--- src/core/bridge_cfg_pkg.sv ---
// Package with offsets, field positions and fixed values of the bridge primary configuration header.
package bridge_cfg_pkg;
   // Byte offsets of the registers inside the configuration header.
   localparam logic [7:0] OFS_PRI_STATUS = 8'h06;
   localparam logic [7:0] OFS_REVISION = 8'h08;
   localparam logic [7:0] OFS_SUB_CLASS = 8'h0a;
   localparam logic [7:0] OFS_BASE_CLASS = 8'h0b;
   localparam logic [7:0] OFS_LATENCY = 8'h0d;
   localparam logic [7:0] OFS_HEADER = 8'h0e;
   localparam logic [7:0] OFS_UP_BUS = 8'h18;
   localparam logic [7:0] OFS_DOWN_BUS = 8'h19;
   // Bit positions inside the primary status register.
   localparam int BIT_SYS_ERR = 14;
   // Fixed read values.
   localparam logic [15:0] PRI_STATUS_FIXED = 16'h00a0;
   localparam logic [7:0] SUB_CLASS_VAL = 8'h04;
   localparam logic [7:0] BASE_CLASS_VAL = 8'h06;
   localparam logic [7:0] HEADER_VAL = 8'h01;
   localparam logic [7:0] UP_BUS_VAL = 8'h00;
   localparam logic [7:0] LATENCY_MASK = 8'hf8;
   localparam logic [7:0] LATENCY_RST = 8'h00;
   localparam logic [7:0] DOWN_BUS_RST = 8'h00;
   // Configuration access request carried as one bundle.
   typedef struct packed {
      logic valid;
      logic write;
      logic [7:0] addr;
      logic [15:0] wdata;
      logic [1:0] be;
   } cfg_req_s;
endpackage

--- src/core/bridge_primary_config_header.sv ---
// Bridge primary configuration header register bank.
//
// Function
// - Parity fault seen bit reads zero.
// - System error flag sets on message, write-one-clears.
// - Abort status bits always read zero.
// - Select timing field reads 00b.
// - Data parity seen bit reads zero.
// - Back-to-back capable bit reads one.
// - High speed capable bit reads one.
// - Revision mirrors the main revision register.
// - Sub-class register reads 04h.
// - Latency bits 7:3 scratchpad, 2:0 zero.
// - Header type register reads 01h.
// - Upstream bus number reads 00h always.
// - Downstream bus number writable, routes config cycles.
// - No system error while enable is clear.
`timescale 1ns/1ps
`default_nettype none
module bridge_primary_config_header
   import bridge_cfg_pkg::*;
(
   input wire logic i_core_clk, // Core clock, 200 MHz.
   input wire logic i_rst, // Asynchronous reset, active high.
   input wire cfg_req_s i_req, // Configuration access, one cycle per access.
   input wire logic [7:0] i_main_revision, // Revision of the main function.
   input wire logic i_sys_err_enable, // System error enable from the command register.
   input wire logic i_sys_err_event, // Enabled error condition pulse.
   output logic [15:0] o_rdata, // Read data, valid with o_rvalid.
   output logic o_rvalid, // Read answer strobe.
   output logic o_sys_err_msg, // Pulse: system error message to the upstream hub link.
   output logic [7:0] o_downstream_bus_number // Bus number routed to the streaming link.
);

   // Read decode of the byte-addressed map; unmapped offsets return zero.
   function automatic logic [15:0] read_mux(input logic [7:0] addr, input logic flag,
                                            input logic [7:0] rev, input logic [7:0] lat,
                                            input logic [7:0] dbus);
      logic [15:0] v;
      v = 16'h0000;
      unique case (addr)
         // Bits 15,13,12,11,10:9,8 fixed zero; 7 and 5 fixed one.
         OFS_PRI_STATUS: v = PRI_STATUS_FIXED | {1'b0, flag, 14'h0000};
         OFS_REVISION: v = {8'h00, rev};
         OFS_SUB_CLASS: v = {8'h00, SUB_CLASS_VAL};
         OFS_BASE_CLASS: v = {8'h00, BASE_CLASS_VAL};
         OFS_LATENCY: v = {8'h00, lat & LATENCY_MASK};
         OFS_HEADER: v = {8'h00, HEADER_VAL};
         OFS_UP_BUS: v = {8'h00, UP_BUS_VAL};
         OFS_DOWN_BUS: v = {8'h00, dbus};
         default: v = 16'h0000;
      endcase
      return v;
   endfunction

   // State of the block. Every register has its next value computed in an always_comb.
   logic sys_err_flag_q; // Signalled system error flag, bit 14 of the status register.
   logic sys_err_flag_d; // Next value of the flag.
   logic msg_q; // Registered system error message pulse.
   logic msg_d; // Next value of the message pulse.
   logic [7:0] lat_q; // Latency scratchpad, low three bits always zero.
   logic [7:0] lat_d; // Next value of the scratchpad.
   logic [7:0] dbus_q; // Downstream bus number.
   logic [7:0] dbus_d; // Next value of the downstream bus number.
   logic [15:0] rdata_q; // Read data register, holds the last answer.
   logic [15:0] rdata_d; // Next value of the read data.
   logic rvalid_q; // Read answer strobe.
   logic rvalid_d; // Next value of the read strobe.

   // Decoded access strobes, shared by the next-state logic and the assertions.
   logic rd_req; // A read is taken on this edge.
   logic wr_low; // A write with the low byte lane enabled.
   logic wr_status; // A write that reaches the flag byte of the status register.
   logic clr_req; // The status write carries a one in the flag position.
   logic msg_now; // An enabled error condition is present.

   // Access decode. Kept apart from the registers so that the assertions can name it.
   always_comb begin
      rd_req = i_req.valid & ~i_req.write; // Reads need no byte enables.
      wr_low = i_req.valid & i_req.write & i_req.be[0]; // Byte registers live in lane 0.
      wr_status = i_req.valid & i_req.write & (i_req.addr == OFS_PRI_STATUS) & i_req.be[1];
      clr_req = wr_status & i_req.wdata[BIT_SYS_ERR];
      // The message is gated here, so a cleared enable can never reach the flag.
      msg_now = i_sys_err_event & i_sys_err_enable;
   end

   // Flag and message next state. The set is applied after the clear, so when an error
   // message and a write of one meet in the same cycle the flag stays set and the new
   // error is not lost; software sees it on its next read and clears it again.
   always_comb begin
      msg_d = msg_now; // One message per enabled event cycle.
      sys_err_flag_d = sys_err_flag_q; // Hold by default.
      if (clr_req) begin
         sys_err_flag_d = 1'b0; // Write of one clears.
      end
      if (msg_now) begin
         sys_err_flag_d = 1'b1; // Set by the message.
      end
   end

   // Flag and message registers.
   always_ff @(posedge i_core_clk or posedge i_rst) begin
      if (i_rst) begin
         sys_err_flag_q <= 1'b0; // Flag is clear after reset.
         msg_q <= 1'b0; // No message during reset.
      end else begin
         sys_err_flag_q <= sys_err_flag_d;
         msg_q <= msg_d;
      end
   end

   // Scratchpad and downstream bus number next state. Both sit in byte lane 0, so a write
   // without the low enable leaves them alone, as do writes to any other offset.
   always_comb begin
      lat_d = lat_q; // Hold by default.
      dbus_d = dbus_q; // Hold by default.
      if (wr_low) begin
         // Only the scratchpad bits are stored; reserved bits drop the write.
         if (i_req.addr == OFS_LATENCY) begin
            lat_d = i_req.wdata[7:0] & LATENCY_MASK;
         end
         // The bus number has no effect here; it leaves on a port for cycle routing.
         if (i_req.addr == OFS_DOWN_BUS) begin
            dbus_d = i_req.wdata[7:0];
         end
      end
   end

   // Scratchpad and bus number registers.
   always_ff @(posedge i_core_clk or posedge i_rst) begin
      if (i_rst) begin
         lat_q <= LATENCY_RST; // Scratchpad reads zero after reset.
         dbus_q <= DOWN_BUS_RST; // No bus assigned until software writes one.
      end else begin
         lat_q <= lat_d;
         dbus_q <= dbus_d;
      end
   end

   // Read answer next state. The data is captured on the request edge, so the flag and the
   // revision are those of that edge; a message in the same cycle shows on the next read.
   always_comb begin
      rvalid_d = rd_req; // Exactly one strobe per read.
      rdata_d = rdata_q; // Hold the last answer between reads.
      if (rd_req) begin
         rdata_d = read_mux(i_req.addr, sys_err_flag_q, i_main_revision, lat_q, dbus_q);
      end
   end

   // Read answer registers.
   always_ff @(posedge i_core_clk or posedge i_rst) begin
      if (i_rst) begin
         rdata_q <= 16'h0000; // No answer yet.
         rvalid_q <= 1'b0; // No strobe during reset.
      end else begin
         rdata_q <= rdata_d;
         rvalid_q <= rvalid_d;
      end
   end

   // Every output comes straight from a register.
   assign o_rdata = rdata_q;
   assign o_rvalid = rvalid_q;
   assign o_sys_err_msg = msg_q;
   assign o_downstream_bus_number = dbus_q;
endmodule
`default_nettype wire

--- config.mk ---
export PLATFORM = sky130hd
export DESIGN_NAME = bridge_primary_config_header
export DESIGN_NICKNAME = d
export VERILOG_FILES = /design/src/core/bridge_cfg_pkg.sv /design/src/core/bridge_primary_config_header.sv
export SDC_FILE = /design/constraint.sdc
export NUM_CORES = 1
export LEC_CHECK = 0
export BUFFER_PORTS_ARGS = -buffer_cell sky130_fd_sc_hd__buf_2
export CORE_MARGIN = 5
export CORE_UTILIZATION = 45
export CTS_CLUSTER_SIZE = 25
export DETAILED_ROUTE_END_ITERATION = 10
export PLACE_DENSITY = 0.89
export SKIP_CTS_REPAIR_TIMING = 1
export SYNTH_ARGS = -nofsm -noshare
export SYNTH_HDL_FRONTEND = slang
export SYNTH_SLANG_ARGS = --single-unit
--- constraint.sdc ---
create_clock -name i_core_clk -period 1.53 [get_ports i_core_clk]
set_clock_uncertainty 0.2 [all_clocks]
set_input_delay 0.306 -clock i_core_clk [delete_from_list [all_inputs] [get_ports i_core_clk]]
set_output_delay 0.306 -clock i_core_clk [all_outputs]
set_load 0.03 [all_outputs]
**Word-level counts from Yosys, hierarchy flattened**

Index checks and enable logic that the tools add are counted.

- Output and inout bits: 26
- Register bits after elaboration: 32
- Word-level logic and storage cells: 27
- Bits in writable memories: 0
- Memories: 0
- Input bits: 40
- Bits in latches: 0
- ROM bits: 0

- Order comparisons: 0
- Mux-type cells: 3
- Shift-type cells: 0
- Reductions and logical operators: 3
- Divide/modulo/power cells: 0
- Bitwise operators: 8
- Equal/unequal tests: 7
- $mul: 0
- Add/subtract/negate cells: 0

Operator list:

| kind | count |
|---|---|
| 15-bit case mux with 7 select lines | 1 |
| 8-bit by 4-bit equality test with 1-bit output, second input constant | 5 |
| 8-bit by 3-bit equality test with 1-bit output, second input constant | 1 |
| 8-bit by 5-bit equality test with 1-bit output, second input constant | 1 |
| 1-bit bitwise AND | 7 |
| 2-bit AND reduction | 2 |
| 1-bit 2-to-1 mux | 2 |
| 2-bit nonzero test | 1 |
| 1-bit inverter | 1 |

**Longest topological paths before layout**

- Depth after elaboration: 6
- Depth in mapped cells: 6
- Depth with buffers taken out: 5

**Least setup slack after synthesis**

No wires, ideal clock.

- Path type: input port to flip-flop
- From: input i_req[23] (netlist name)
- To: register lat_q[3]
- Data arrival time: 1.517 ns
- Buffers on the path: 2
- Data required time: 1.205 ns
- Library setup time: 0.125 ns
- Cell stages on the path: 6
- Slack: -0.312 ns
- Cell sequence: nor3_1 > and3_4 > buf_6 > and3_1 > buf_6 > mux2_4

- Longest elaborated chain between the ends: 2

RTL lines:

| item | line | RTL |
|---|---|---|
| start, declared | bridge_primary_config_header.sv:25 | `input wire cfg_req_s i_req,` |
| 8-bit by 4-bit equality test with 1-bit output | bridge_primary_config_header.sv:119 | `if (i_req.addr == OFS_LATENCY) begin` |
| 2-bit AND reduction (no line) | - |  |
| end signal, assigned | bridge_primary_config_header.sv:135 | `lat_q <= lat_d;` |
| end, declared | bridge_primary_config_header.sv:61 | `logic [7:0] lat_q;` |

Every way passes these cells.
A chain may end at the register's enable or synchronous reset.

**Final worst setup path**

- From: register dbus_q[1], in the netlist o_downstream_bus_number[1]
- To: output o_downstream_bus_number[1]

RTL lines:

| item | line | RTL |
|---|---|---|
| start, declared | bridge_primary_config_header.sv:63 | `logic [7:0] dbus_q;` |
| start signal, assigned | bridge_primary_config_header.sv:136 | `dbus_q <= dbus_d;` |
| end, declared | bridge_primary_config_header.sv:32 | `output logic [7:0] o_downstream_bus_number` |

No word-level cell between the ends.

==> metrics.cfg <==
[status]
outcome = finished, final reports clean

[pwr]
peakVddDrop_v = 0.000392
p_seq_frac = 0.561
power_density_nw_per_um2 = 645
power.switching_uw = 340
internal-power_uw = 870
swShare = 0.281
power_mw = 1.21
p_comb_frac = 0.189
clkPwrFrac = 0.250
p_leak_nw = 0.992

[synthesis]
ys_types = 42
synth_edf_count = 0
async_flop_share = 1.00
netlist_area_um2 = 1370
synth_most_common_cell = dfrtp_1
yosys_register_bits = 25
ys_seq_area_frac = 0.458
ys_top_cells_by_count = 25 x dfrtp_1, 9 x nand2_1, 8 x mux2_2
syn_inst = 117
synth_largest_area_cell = dfrtp_1
synth.area.top_cells = dfrtp_1 46%, mux2_2 6.6%, mux2_4 5.5%, buf_4 3.8%, a22o_1 3.8%
synth_top_area_frac = 0.458
yosysWarningCount = 0
synth_flop_cell = dfrtp_1
synth.avg_cell_area_um2 = 11.7

[grt]
grt-ovfl-total = 0
grt_pass1_vias = 1228
grt_pass1_wl_um = 5520
grt_max_degree = 26
antenna_found_initial = 0
track_usage = 0.165

[cells_and_area]
utilization = 0.629
layout-drive-gt1-share = 0.523
syn_to_final_growth_pct = 37.3
fillers = 256
antenna_cells = 0
fin_nets = 236

[floorplan]
row_count = 20
start_util = 0.458
core_area_um2 = 2980
die-area_um2 = 4230
die_height_um = 65.1
ios = 66
die_w_um = 65.1

[setup_path]
required_ns = 1.02
cp_slowest_stage_delay_ns = 0.42
critical_path_class = reg2out
crit_path_top_delay_cell = dfrtp_1
rrSetupSlack_ns = 0.18
path_max_fanout = 3
path_delay_family = flip-flops
cp_cell_sequence = buf_2
critical_path_arrival_ns = 0.96
cp-start-kind = flop
worstSetupEndpointType = output port
cp.buffers_inverters = 1

[timing]
fin_hold_ws_ns = 0.00237
maxSlewViolCount = 0
fmax_mhz = 683
finalSetupViolCount = 0
post-route-period-util = 0.957
rsz0062_at_grt = no
final.min_clock_period_ns = 1.46
hold_violations = 0
worst_slack_ns = 0.0665
fin_setup_tns_ns = 0

[place]
port_buffers = 51
pre_cts_ws_ns = -0.236
place.gp.congestion = 0.860
dpl.hpwl_um = 2720

[cts]
clk_pin_slew_ns = 0.14
clock_path_buffers = 2
cts_tree = yes
cts-root-buf = clkbuf_4
numCtsBuffers = 3
cts_max_level = 1
clkLatencyLatePin_ns = 0.32
cts.sinks = 25

[route]
drc_errors = 0
ant_nets = 0
wirelength_um = 3340
dr_total_vias = 1164
detail_route.wl_per_cell_um = 14.6
via_per_inst = 5.11
first_pass_iters = 4
drt-initial-drc-count = 38

[job]
cap_violations = 0

[min_path]
hold_class = in2reg

==> registers in the layout, summed over array words and instances (netlist names) <==
name / cells
lat_q: 5
o_downstream_bus_number: 8
o_rdata: 9
o_rvalid: 1
o_sys_err_msg: 1
sys_err_flag_q: 1
==> tightest hold or removal path, stage by stage <==
cell	delay, ns
buf_2	0.09
nand2_1	0.05
a2bb2oi_1	0.05
==> path summary, 6_finish.rpt <==
check                                           startpoint                    endpoint  cells after the start
max in group asynchronous                            i_rst  o_downstream_bus_number[4]                      4
worst min register to register                 o_rdata[14]                 o_rdata[14]                      2
worst max-delay path            o_downstream_bus_number[1]  o_downstream_bus_number[1]                      1
worst max register to register  o_downstream_bus_number[0]                  o_rdata[0]                      4
min in group asynchronous                            i_rst                  o_rdata[1]                      4
worst min-delay path                    i_main_revision[5]                  o_rdata[5]                      3
==> stage by stage <==
step | cell area, um^2 | std cells
6_report | 1870 | 228
5_1_grt | 1870 | 228
4_1_cts | 1840 | 225
3_5_place_dp | 1810 | 221
3_3_place_gp | 1810 | 221
2_1_floorplan | 1410 | 123
==> cell families (layout without fill, tap and decap cells) <==
logic type      Yosys count  in the layout  share of synthesized area
compound gates           27             27                      0.156
buf+inv                  15             87                     0.0715
flops                    25             25                      0.458
mux                      13             13                      0.121
other cells               1              7                    0.00275
simple gates             36             36                      0.191
==> power by group through the flow <==
stage | sequential (mW) | clock, mW | combinational [mW]
after CTS | 0.679 | 0.313 | 0.223
after global placement | 0.691 | 0 | 0.216
final | 0.679 | 0.302 | 0.228
after detailed placement | 0.691 | 0 | 0.222
after global routing | 0.681 | 0.344 | 0.249
after floorplan | 0.711 | 0 | 0.0992
==> layer usage <==
layer	vias to the layer above	wire (um)	GRT usage
li1	580	-	-
met1	551	1370	0.204
met2	31	1790	0.301
met3	2	169	0.0208
met4	0	14	0.0415
met5	-	0	0
==> final cells by class <==
| type | count | area (um^2) | share of cell area |
|---|---|---|---|
| clock buffer | 3 | 22.5 | 0.0120 |
| clock inverter | 1 | 5.00 | 0.00267 |
| inverter | 4 | 15.0 | 0.00801 |
| multi-input combinational | 83 | 692 | 0.369 |
| sequential | 25 | 626 | 0.334 |
| tap | 33 | 41.3 | 0.0220 |
| timing repair buffer | 79 | 473 | 0.252 |
==> layout by cell type (no fill, tap or decap), drive strengths merged, types with 2 or more instances in the layout <==
master / Yosys / final
buf: 10 / 76
a22o: 6 / 6
and2: 4 / 4
or3b: 2 / 2
dlygate4sd3: 0 / 3
a31oi: 2 / 2
o2bb2ai: 4 / 4
a22oi: 3 / 3
clkbuf: 1 / 3
nor2b: 3 / 3
mux2: 13 / 13
a211oi: 3 / 3
dfrtp: 25 / 25
a2bb2oi: 2 / 2
nand3: 3 / 3
nor3: 2 / 2
inv: 4 / 4
and3: 4 / 4
nand2: 9 / 9
conb: 1 / 7
Power figures use the tool's default switching activity.
